**src/pfs_pkg.sv**
```systemverilog
// Constants, types and register map of the pad function-select bank.
// Assumes one system clock and a 12-bit byte address window for the bank.
package pfs_pkg;

  // ==========================================================================
  // Geometry
  localparam int NREG = 8;
  localparam int PADS = 8;
  localparam int ADDR_W = 12;
  localparam int MASK_LSB = 16;
  localparam int SEL_W = 16;

  // ==========================================================================
  // Register byte offsets
  localparam logic [11:0] OFF_BANK1_B = 12'h0BC;
  localparam logic [11:0] OFF_BANK1_C = 12'h0C0;
  localparam logic [11:0] OFF_BANK1_D = 12'h0C4;
  localparam logic [11:0] OFF_BANK2_A = 12'h0C8;
  localparam logic [11:0] OFF_BANK2_B = 12'h0CC;
  localparam logic [11:0] OFF_BANK2_C = 12'h0D0;
  localparam logic [11:0] OFF_BANK2_D = 12'h0D4;
  localparam logic [11:0] OFF_BANK3_A = 12'h0D8;
  localparam logic [NREG-1:0][11:0] REG_OFFSET = {OFF_BANK3_A, OFF_BANK2_D, OFF_BANK2_C,
    OFF_BANK2_B, OFF_BANK2_A, OFF_BANK1_D, OFF_BANK1_C, OFF_BANK1_B};

  // ==========================================================================
  // Writable select bits per register; 0x5555 marks single-bit pads only
  localparam logic [15:0] WM_BANK1_B = 16'h5555;
  localparam logic [15:0] WM_BANK1_C = 16'hFFFF;
  localparam logic [15:0] WM_BANK1_D = 16'h555F;
  localparam logic [15:0] WM_BANK2_A = 16'hFFFF;
  localparam logic [15:0] WM_BANK2_B = 16'hFFFF;
  localparam logic [15:0] WM_BANK2_C = 16'hFFFF;
  localparam logic [15:0] WM_BANK2_D = 16'h555D;
  localparam logic [15:0] WM_BANK3_A = 16'h5555;
  localparam logic [NREG-1:0][15:0] WR_MASK = {WM_BANK3_A, WM_BANK2_D, WM_BANK2_C,
    WM_BANK2_B, WM_BANK2_A, WM_BANK1_D, WM_BANK1_C, WM_BANK1_B};

  // ==========================================================================
  // Pads that define a third function (one bit per pad)
  localparam logic [NREG-1:0][7:0] THIRD_FN = {8'h00, 8'h00, 8'hFF, 8'hF0, 8'h00,
    8'h00, 8'h01, 8'h00};

  // ==========================================================================
  // Reset values and bus answers
  localparam logic [15:0] SEL_RESET = 16'h0000;
  localparam logic [1:0] RESP_OKAY = 2'h0;
  localparam logic [1:0] RESP_SLVERR = 2'h2;

  // ==========================================================================
  // Types
  typedef enum logic [1:0] {
    PFS_FN_GPIO = 2'b00,
    PFS_FN_ALT1 = 2'b01,
    PFS_FN_ALT2 = 2'b10,
    PFS_FN_ALT3 = 2'b11
  } pfs_fn_e;

  typedef struct packed {
    logic [PADS-1:0][1:0] pad;
  } pfs_group_s;

endpackage

```
**src/pfs_bank.sv**
```systemverilog
// Pad function-select bank: eight masked-write select registers on AXI4-Lite.
// Assumes bus inputs synchronous to aclk; pad_sel drives the pad multiplexers.
`timescale 1ns/1ns

// What this block does
// - A write updates select bit i only where bit i+16 of the written word is one.
// - A select bit whose mask bit is written zero keeps its previous value.
// - The upper sixteen mask bits are never stored and read back as zero.
// - A single-bit select picks GPIO at zero and its alternate at one; odd bit reads zero.
// - A two-bit select picks GPIO for 00, alternates one and two for 01, 10, and for 11 alternate three where the pad defines one, else GPIO.
// - Every select field resets to zero so all pads start as GPIO.
// - Each register serves eight pads, pad n in bits 2n+1 down to 2n.
// - Single-function pads use only the even bit while multi-function pads use the pair.
// - The group registers decode at consecutive word offsets from the bank base.
module pfs_bank
  import pfs_pkg::*;
(
  input wire logic aclk,
  input wire logic aresetn,
  input wire logic [ADDR_W-1:0] s_axi_awaddr,
  input wire logic s_axi_awvalid,
  output logic s_axi_awready,
  input wire logic [31:0] s_axi_wdata,
  input wire logic [3:0] s_axi_wstrb,
  input wire logic s_axi_wvalid,
  output logic s_axi_wready,
  output logic [1:0] s_axi_bresp,
  output logic s_axi_bvalid,
  input wire logic s_axi_bready,
  input wire logic [ADDR_W-1:0] s_axi_araddr,
  input wire logic s_axi_arvalid,
  output logic s_axi_arready,
  output logic [31:0] s_axi_rdata,
  output logic [1:0] s_axi_rresp,
  output logic s_axi_rvalid,
  input wire logic s_axi_rready,
  output pfs_group_s [NREG-1:0] pad_sel
);

  // ==========================================================================
  // Helpers
  function automatic logic [NREG-1:0] reg_hit(input logic [ADDR_W-1:0] addr);
    reg_hit = '0;
    for (int k = 0; k < NREG; k++) begin
      if (addr[ADDR_W-1:2] == REG_OFFSET[k][ADDR_W-1:2]) begin
        reg_hit[k] = 1'b1;
      end
    end
  endfunction

  function automatic logic [1:0] fn_code(input logic [1:0] raw, input logic third);
    if (raw == PFS_FN_ALT3 && !third) begin
      fn_code = PFS_FN_GPIO;
    end else begin
      fn_code = raw;
    end
  endfunction

  // ==========================================================================
  // State
  logic aw_held_q, aw_held_d;
  logic [ADDR_W-1:0] aw_addr_q, aw_addr_d;
  logic w_held_q, w_held_d;
  logic [31:0] w_data_q, w_data_d;
  logic [3:0] w_strb_q, w_strb_d;
  logic bvalid_q, bvalid_d;
  logic [1:0] bresp_q, bresp_d;
  logic rvalid_q, rvalid_d;
  logic [31:0] rdata_q, rdata_d;
  logic [1:0] rresp_q, rresp_d;
  logic [NREG-1:0][SEL_W-1:0] sel_q, sel_d;
  pfs_group_s [NREG-1:0] pad_q, pad_d;

  logic do_write;
  logic [NREG-1:0] wr_hit;
  logic [NREG-1:0] rd_hit;
  logic [15:0] lane_en;
  logic [NREG-1:0][15:0] en_w;

  assign s_axi_awready = !aw_held_q && !bvalid_q;
  assign s_axi_wready = !w_held_q && !bvalid_q;
  assign s_axi_arready = !rvalid_q;
  assign s_axi_bvalid = bvalid_q;
  assign s_axi_bresp = bresp_q;
  assign s_axi_rvalid = rvalid_q;
  assign s_axi_rdata = rdata_q;
  assign s_axi_rresp = rresp_q;
  assign pad_sel = pad_q;

  assign do_write = aw_held_q && w_held_q && !bvalid_q;
  assign wr_hit = reg_hit(aw_addr_q);
  assign rd_hit = reg_hit(s_axi_araddr);
  // A select bit is written only when its byte lane and its mask's byte lane are strobed
  assign lane_en = {{8{w_strb_q[3] & w_strb_q[1]}}, {8{w_strb_q[2] & w_strb_q[0]}}};

  // ==========================================================================
  // Next-state logic
  always_comb begin
    aw_held_d = aw_held_q;
    aw_addr_d = aw_addr_q;
    w_held_d = w_held_q;
    w_data_d = w_data_q;
    w_strb_d = w_strb_q;
    bvalid_d = bvalid_q;
    bresp_d = bresp_q;
    rvalid_d = rvalid_q;
    rdata_d = rdata_q;
    rresp_d = rresp_q;
    sel_d = sel_q;

    if (s_axi_awvalid && s_axi_awready) begin
      aw_held_d = 1'b1;
      aw_addr_d = s_axi_awaddr;
    end
    if (s_axi_wvalid && s_axi_wready) begin
      w_held_d = 1'b1;
      w_data_d = s_axi_wdata;
      w_strb_d = s_axi_wstrb;
    end

    for (int k = 0; k < NREG; k++) begin
      en_w[k] = w_data_q[31:MASK_LSB] & WR_MASK[k] & lane_en;
    end

    if (do_write) begin
      aw_held_d = 1'b0;
      w_held_d = 1'b0;
      bvalid_d = 1'b1;
      bresp_d = (|wr_hit) ? RESP_OKAY : RESP_SLVERR;
      for (int k = 0; k < NREG; k++) begin
        if (wr_hit[k]) begin
          // Mask bits only qualify the write and are dropped here
          sel_d[k] = (sel_q[k] & ~en_w[k]) | (w_data_q[15:0] & en_w[k]);
        end
      end
    end else if (bvalid_q && s_axi_bready) begin
      bvalid_d = 1'b0;
    end

    if (s_axi_arvalid && s_axi_arready) begin
      rvalid_d = 1'b1;
      rdata_d = '0;
      rresp_d = (|rd_hit) ? RESP_OKAY : RESP_SLVERR;
      for (int k = 0; k < NREG; k++) begin
        if (rd_hit[k]) begin
          rdata_d[15:0] = sel_q[k];
        end
      end
    end else if (rvalid_q && s_axi_rready) begin
      rvalid_d = 1'b0;
    end

    for (int k = 0; k < NREG; k++) begin
      for (int p = 0; p < PADS; p++) begin
        pad_d[k].pad[p] = fn_code(sel_d[k][2*p +: 2], THIRD_FN[k][p]);
      end
    end
  end

  // ==========================================================================
  // Registers
  always_ff @(posedge aclk) begin
    if (!aresetn) begin
      aw_held_q <= 1'b0;
      aw_addr_q <= '0;
      w_held_q <= 1'b0;
      w_data_q <= '0;
      w_strb_q <= '0;
      bvalid_q <= 1'b0;
      bresp_q <= RESP_OKAY;
      rvalid_q <= 1'b0;
      rdata_q <= '0;
      rresp_q <= RESP_OKAY;
      sel_q <= {NREG{SEL_RESET}};
      pad_q <= '0;
    end else begin
      aw_held_q <= aw_held_d;
      aw_addr_q <= aw_addr_d;
      w_held_q <= w_held_d;
      w_data_q <= w_data_d;
      w_strb_q <= w_strb_d;
      bvalid_q <= bvalid_d;
      bresp_q <= bresp_d;
      rvalid_q <= rvalid_d;
      rdata_q <= rdata_d;
      rresp_q <= rresp_d;
      sel_q <= sel_d;
      pad_q <= pad_d;
    end
  end

  // ==========================================================================
  // Checks
  generate
    for (genvar g = 0; g < NREG; g++) begin : g_chk
      a_mask_sets_bits: assert property (
        @(posedge aclk) disable iff (!aresetn)
        do_write && wr_hit[g] |=>
          ((sel_q[g] ^ $past(w_data_q[15:0])) & $past(en_w[g])) == 16'h0000)
        else $error("Enabled select bit not written");

      a_mask_blocks_write: assert property (
        @(posedge aclk) disable iff (!aresetn)
        do_write && wr_hit[g] |=> ((sel_q[g] ^ $past(sel_q[g])) & ~$past(en_w[g])) == 16'h0000)
        else $error("Masked select bit changed");

      a_reserved_zero: assert property (
        @(posedge aclk) disable iff (!aresetn)
        (sel_q[g] & ~WR_MASK[g]) == 16'h0000)
        else $error("Reserved select bit set");

      a_read_returns_sel: assert property (
        @(posedge aclk) disable iff (!aresetn)
        s_axi_arvalid && s_axi_arready && rd_hit[g] |=>
          s_axi_rvalid && s_axi_rdata == {16'h0000, $past(sel_q[g])})
        else $error("Read data differs from the stored selects");

      a_sel_only_on_hit: assert property (
        @(posedge aclk) disable iff (!aresetn)
        !(do_write && wr_hit[g]) |=> sel_q[g] == $past(sel_q[g]))
        else $error("Select register changed without a write to it");

      // A select byte moves only when its own lane and its mask lane are strobed
      a_high_lane_gate: assert property (
        @(posedge aclk) disable iff (!aresetn)
        do_write && wr_hit[g] && !(w_strb_q[1] && w_strb_q[3]) |=>
          sel_q[g][15:8] == $past(sel_q[g][15:8]))
        else $error("Unstrobed high select byte changed");

      a_low_lane_gate: assert property (
        @(posedge aclk) disable iff (!aresetn)
        do_write && wr_hit[g] && !(w_strb_q[0] && w_strb_q[2]) |=>
          sel_q[g][7:0] == $past(sel_q[g][7:0]))
        else $error("Unstrobed low select byte changed");

      a_write_ok_hit: assert property (
        @(posedge aclk) disable iff (!aresetn)
        do_write && wr_hit[g] |=> s_axi_bvalid && s_axi_bresp == RESP_OKAY)
        else $error("Mapped write not answered OKAY");

      for (genvar p = 0; p < PADS; p++) begin : g_pad
        a_pad_follows_sel: assert property (
          @(posedge aclk) disable iff (!aresetn)
          $stable(sel_q[g]) && sel_q[g][2*p +: 2] != PFS_FN_ALT3 |->
            pad_q[g].pad[p] == sel_q[g][2*p +: 2])
          else $error("Pad code differs from its select field");

        a_no_third_fallback: assert property (
          @(posedge aclk) disable iff (!aresetn)
          sel_q[g][2*p +: 2] == PFS_FN_ALT3 && !THIRD_FN[g][p] |->
            pad_q[g].pad[p] == PFS_FN_GPIO)
          else $error("Undefined code did not fall back to GPIO");

        a_third_kept: assert property (
          @(posedge aclk) disable iff (!aresetn)
          sel_q[g][2*p +: 2] == PFS_FN_ALT3 && THIRD_FN[g][p] |->
            pad_q[g].pad[p] == PFS_FN_ALT3)
          else $error("Defined third function not passed to the pad");

        a_single_no_alt2: assert property (
          @(posedge aclk) disable iff (!aresetn)
          !WR_MASK[g][2*p+1] |-> pad_q[g].pad[p][1] == 1'b0)
          else $error("Single-function pad shows a second function");
      end
    end
  endgenerate

  a_reset_gpio: assert property (
    @(posedge aclk)
    !aresetn |=> pad_q == '0 && sel_q == '0)
    else $error("Pads not GPIO after reset");

  a_read_mask_zero: assert property (
    @(posedge aclk) disable iff (!aresetn)
    s_axi_arvalid && s_axi_arready && (|rd_hit) |=>
      rvalid_q && rdata_q[31:16] == 16'h0000 && rresp_q == RESP_OKAY)
    else $error("Read answer wrong");

  a_write_decode: assert property (
    @(posedge aclk) disable iff (!aresetn)
    do_write |=> bvalid_q && (bresp_q == RESP_SLVERR) == ($past(wr_hit) == '0))
    else $error("Write response does not match decode");

  a_unmapped_read: assert property (
    @(posedge aclk) disable iff (!aresetn)
    s_axi_arvalid && s_axi_arready && !(|rd_hit) |=>
      s_axi_rdata == 32'h00000000 && s_axi_rresp == RESP_SLVERR)
    else $error("Unmapped read not refused");

  // Pads move only together with their select register
  a_pad_only_on_write: assert property (
    @(posedge aclk) disable iff (!aresetn)
    !do_write |=> pad_q == $past(pad_q))
    else $error("Pad code changed without a write");

  // Offsets are distinct, so no address may select two registers
  a_hit_one_hot: assert property (
    @(posedge aclk) disable iff (!aresetn)
    $onehot0(wr_hit) && $onehot0(rd_hit))
    else $error("Address decodes to more than one register");

endmodule

```
**config.mk**
```make
export PLATFORM = sky130hd
export DESIGN_NAME = pfs_bank
export DESIGN_NICKNAME = d
export VERILOG_FILES = /design/src/pfs_pkg.sv /design/src/pfs_bank.sv
export SDC_FILE = /design/constraint.sdc
export NUM_CORES = 1
export LEC_CHECK = 0
export BUFFER_PORTS_ARGS = -buffer_cell sky130_fd_sc_hd__clkbuf_2
export CORE_MARGIN = 1.5
export CORE_UTILIZATION = 45
export DETAILED_ROUTE_END_ITERATION = 10
export GPL_ROUTABILITY_DRIVEN = 1
export PLACE_DENSITY_LB_ADDON = 0.08
export RECOVER_POWER = 100
export SLEW_MARGIN = 20
export SYNTH_ARGS = -nofsm -noshare
export SYNTH_HDL_FRONTEND = slang
export SYNTH_SLANG_ARGS = --single-unit
export TNS_END_PERCENT = 1
```
**constraint.sdc**
```tcl
create_clock -name aclk -period 2 [get_ports aclk]
set_input_delay 0.2 -clock aclk [delete_from_list [all_inputs] [get_ports aclk]]
set_output_delay 0.2 -clock aclk [all_outputs]
set_load 0.005 [all_outputs]
```
After elaboration in Yosys (flattened, before gate mapping)
Cells that the tools add are included.
{"block": "op_classes", "bitwise_logic": 31, "eq_ne": 67, "reduce_logical": 69, "muxes": 39}
{"op": "$mux W16", "n": 16}
{"op": "$and A16 B16 Y16", "n": 13}
{"op": "$eq A10 B6 Y1 const B", "n": 16}
{"op": "$mux W128", "n": 1}
{"op": "$or A16 B16 Y16", "n": 8}
{"op": "$reduce_or A2 Y1", "n": 52}
{"op": "$eq A2 B2 Y1 const B", "n": 51}
{"op": "$not A16 Y16", "n": 4}
{"op": "$and A15 B16 Y16", "n": 3}
{"op": "$mux W1", "n": 20}
{"op": "$reduce_or A8 Y1", "n": 2}
{"op": "$logic_and A1 B1 Y1", "n": 9}
{"op": "$logic_not A1 Y1", "n": 4}
{"op": "$mux W2", "n": 2}
{"op": "$reduce_bool A2 Y1", "n": 2}
{"op": "$and A1 B1 Y1", "n": 2}
{"op": "$not A1 Y1", "n": 1}
{"block": "totals", "word_cells": 288, "out_inout_bits": 169, "inputBits": 67, "reg_bits": 328}

Logic depth before layout (Yosys ltp)
{"block": "logic_depth", "depth_word": 10, "depth_mapped": 8, "ltp_nobuf": 5}

Worst setup path before layout
No wires, ideal clock.
{"block": "synth_path", "path_type": "flip-flop to flip-flop", "startpoint": "register aw_addr_q[10]", "endpoint": "register pad_q (netlist bit pad_sel[99])", "setup_time_ps": 73, "required_time_ps": 1927, "path_stages_with_launch": 6, "t_arrival_ps": 1727, "slack_ps": 200, "period_less_slack_ps": 1800, "path_buffers": 0, "path_cell_list": "dfxtp_1 > or4b_4 > nor3_4 > nand4_4 > mux2_4 > nor3_2"}
{"block": "synth_via", "elab_chain_cells": 6}
{"item": "start, declared", "line_no": "pfs_bank.sv:62", "source": "logic [ADDR_W-1:0] aw_addr_q, aw_addr_d;"}
{"item": "start signal, assigned", "line_no": "pfs_bank.sv:178", "source": "aw_addr_q <= aw_addr_d;"}
{"item": "$eq A10 B6 Y1 *", "line_no": "pfs_bank.sv:45", "source": "if (addr[ADDR_W-1:2] == REG_OFFSET[k][ADDR_W-1:2]) begin"}
{"item": "$mux W1 *", "line_no": "pfs_bank.sv:45"}
{"item": "$mux W16 *", "line_no": "pfs_bank.sv:131", "source": "if (wr_hit[k]) begin"}
{"item": "$mux W128 *", "line_no": "pfs_bank.sv:125", "source": "if (do_write) begin"}
{"item": "$eq A2 B2 Y1", "line_no": "pfs_bank.sv:52", "source": "if (raw == PFS_FN_ALT3 && !third) begin"}
{"item": "$reduce_or A2 Y1 (no line)"}
{"item": "end signal, assigned", "line_no": "pfs_bank.sv:188", "source": "pad_q <= pad_d;"}
{"item": "end, declared", "line_no": "pfs_bank.sv:72", "source": "pfs_group_s [NREG-1:0] pad_q, pad_d;"}
Mark *: on every way between the ends. The rest lies on a longest branch, timed or not.
A chain may end at the register's enable or synchronous reset.

Final worst setup path
{"block": "layout_path", "startpoint": "register aw_addr_q[10]", "endpoint": "register pad_q (netlist bit pad_sel[70])"}
Same word-level chain as after synthesis.

==> summary.txt <==
Timing
  • Setup TNS: 0 ps
  • Slew HR: 58.0%
  • Worst-margin pin slew: 629 ps
  • Fmax: 0.517 GHz
  • Tmin final: 1940 ps
  • RSZ-0062 raised after global routing: true
  • Tcrit/Tclk final: 96.8%
  • Final setup viols: 0
  • Max Slew Vio Count: 0
  • Final hold vios: 0
  • Max Clock Skew: 6.47 ps

Pwr
  • Leakage power: 5.08 nW
  • Final Power: 9.66 mW
  • P per Cell Area: 779 nW/µm²
  • Max rail drop VDD: 0.000467 V

Yosys
  • Mean Syn Cell Area: 8.08 µm²
  • Ranking of synthesized cells by area: dfxtp_1, nand2_1, buf_4
  • Synth Cell Area: 10100 µm²
  • Synth top area share: 41.9%
  • Synth async-reset ratio: 0%
  • Synth Flop Type: dfxtp_1
  • Post-synthesis sequential area ratio: 41.9%
  • EDFF count, synth: 0
  • Synth cell types: 65
  • YS warnings: 0
  • Seq cells post-synth: 211
  • Mapped Cells: 1248
  • Dominant cell type by area after synthesis: dfxtp_1

Place
  • Hpwl dp: 24.7 mm
  • I/O Buffers: 184
  • Placed cell area: 11200 µm²
  • GP Congestion: 0.931

Outcome
  • Outcome: finished, final reports clean

Flow run
  • MaxCap Viol Count: 0

Cells and area
  • Layout Utilization: 56.6%
  • Inserted Diodes: 0
  • Share of layout cells above drive strength 1: 19.9%
  • Nets: 1536
  • Fin area: 12400 µm²
  • Most frequent cells in the layout: nand2_1, dfxtp_1, clkbuf_2, nor2_1, o21ai_0
  • Commonest non-fill, non-tap cell in the layout: nand2_1
  • Area delta synth->final: 23.0%

Clock tree
  • CTS tree: done
  • Num CTS Buffers: 24
  • H-tree depth: 1
  • Clk sinks: 211
  • Root Buffer: clkbuf_16
  • Setup repair bufs after CTS: 0
  • Clk slew on worst S/H paths: 60 ps
  • Clk buf depth: 3
  • Worst-Skew Late Latency: 520 ps

Route
  • DRC Markers: 0
  • Final WL: 33.0 mm
  • Final ANT Viol Nets: 0
  • Vias per std cell: 5.42
  • WL/cell: 18.7 µm
  • Drt first pass iters: 5
  • Vias: 9565
  • Drt first-iter violations: 879

Worst setup path
  • Required @ worst endpoint: 2450 ps
  • Critical path class: reg2reg
  • CP Data Arrival Time: 2380 ps
  • CP max FO: 11
  • Worst setup SP type: flip-flop
  • CP Capture Type: flip-flop

Floorplanning
  • Placeable Area: 21900 µm²
  • Initial Util: 46.1%
  • IO Count: 236
  • Rows: 54
  • Die Span Y: 153 µm
  • Die X: 153 µm
  • Die area: 23300 µm²

Global route
  • Initial antenna violation count: 0
  • Number of global-route vias before repair: 8721
  • Largest net degree at the start of global routing: 42
  • Remaining global-route overflow: 0
  • Gr usage total: 27.4%
  • First-pass GRT wire length: 50.1 mm

Min path
  • HP Class: in2reg
==> report_power, final <==
group | switching [mW] | internal, mW | total, mW | leakage, nW
logic | 0.472 | 0.325 | 0.796 | 2.97
clock network | 1.76 | 2.72 | 4.48 | 0.402
registers | 0.0980 | 4.28 | 4.38 | 1.71
total | 2.33 | 7.33 | 9.66 | 5.08
==> what timing repair did <==
item,in CTS,in global routing
resized for setup,0,6
setup endpoints to repair,0,13
hold buffers,49,0
hold endpoints to repair,48,0
==> cell type report <==
cell class	instances	area [µm²]
clock inverters	8	90.1
fillers	2142	9490
flip-flops and latches	211	4220
clock buffers	35	713
multi-input cells	903	4930
inverters	5	18.8
repair buffers	324	2070
well taps	280	350
==> synth_stat cells (5+ instances only) <==
| library cell | n |
|---|---|
| a21boi_0 | 9 |
| a21oi_1 | 75 |
| a31oi_1 | 7 |
| and2_1 | 11 |
| and3_1 | 42 |
| buf_1 | 9 |
| buf_2 | 15 |
| buf_4 | 103 |
| clkbuf_1 | 45 |
| dfxtp_1 | 211 |
| mux2_2 | 6 |
| mux2i_1 | 62 |
| nand2_1 | 270 |
| nand2b_1 | 5 |
| nand3_1 | 28 |
| nand4_1 | 18 |
| nor2_1 | 101 |
| nor2b_1 | 10 |
| nor3_1 | 10 |
| nor3_2 | 5 |
| nor3b_1 | 5 |
| o211ai_1 | 32 |
| o21ai_0 | 78 |
| o31ai_1 | 20 |
==> layer usage <==
| layer | vias to the layer above | global-route usage [%] | part of all wire, % |
|---|---|---|---|
| met5 | - | 0 | 0 |
| met4 | 0 | 6.73 | 2.3 |
| met3 | 61 | 4.27 | 9.2 |
| met2 | 458 | 41.5 | 42 |
| met1 | 4436 | 40.5 | 46 |
| li1 | 4610 | - | - |
==> cell families after synthesis <==
kind of cell / count (synthesis) / synth area share (%)
other: 1 / 0.0372
flip-flops: 211 / 41.9
buffers and inverters: 180 / 10.9
multiplexers: 72 / 7.47
AND/OR/NAND/NOR: 533 / 24.7
AO/OA/AOI/OAI: 251 / 15.0
==> final timing paths <==
path,start,endpoint,slack (ps),depth (start not counted)
worst max-delay path,aw_addr_q[10],pad_sel[70],60,6
worst min-delay path,aresetn,flip-flop,140,3
worst max register to register,aw_addr_q[10],pad_sel[70],60,6
worst min register to register,w_strb_q[3],w_strb_q[3],450,2
==> critical path, cell delays in order (launching register included) <==
cell      delay [ps]
dfxtp_1          310
nor4b_2          270
buf_4            220
and4bb_4         330
nand4_1          270
mux2_2           370
nor3_2            90
==> stage by stage <==
step | setup slack (ps) | hold slack, ps | instances
finish | 64.6 | 141 | 1766
global route | -17.8 | 149 | 1766
CTS | 40.5 | 123 | 1766
detailed placement | 72.8 | 396 | 1674
global placement | 70.2 | 395 | 1674
floorplan | 200 | 299 | 1294
No activity file was read; power rests on OpenSTA's default activity.
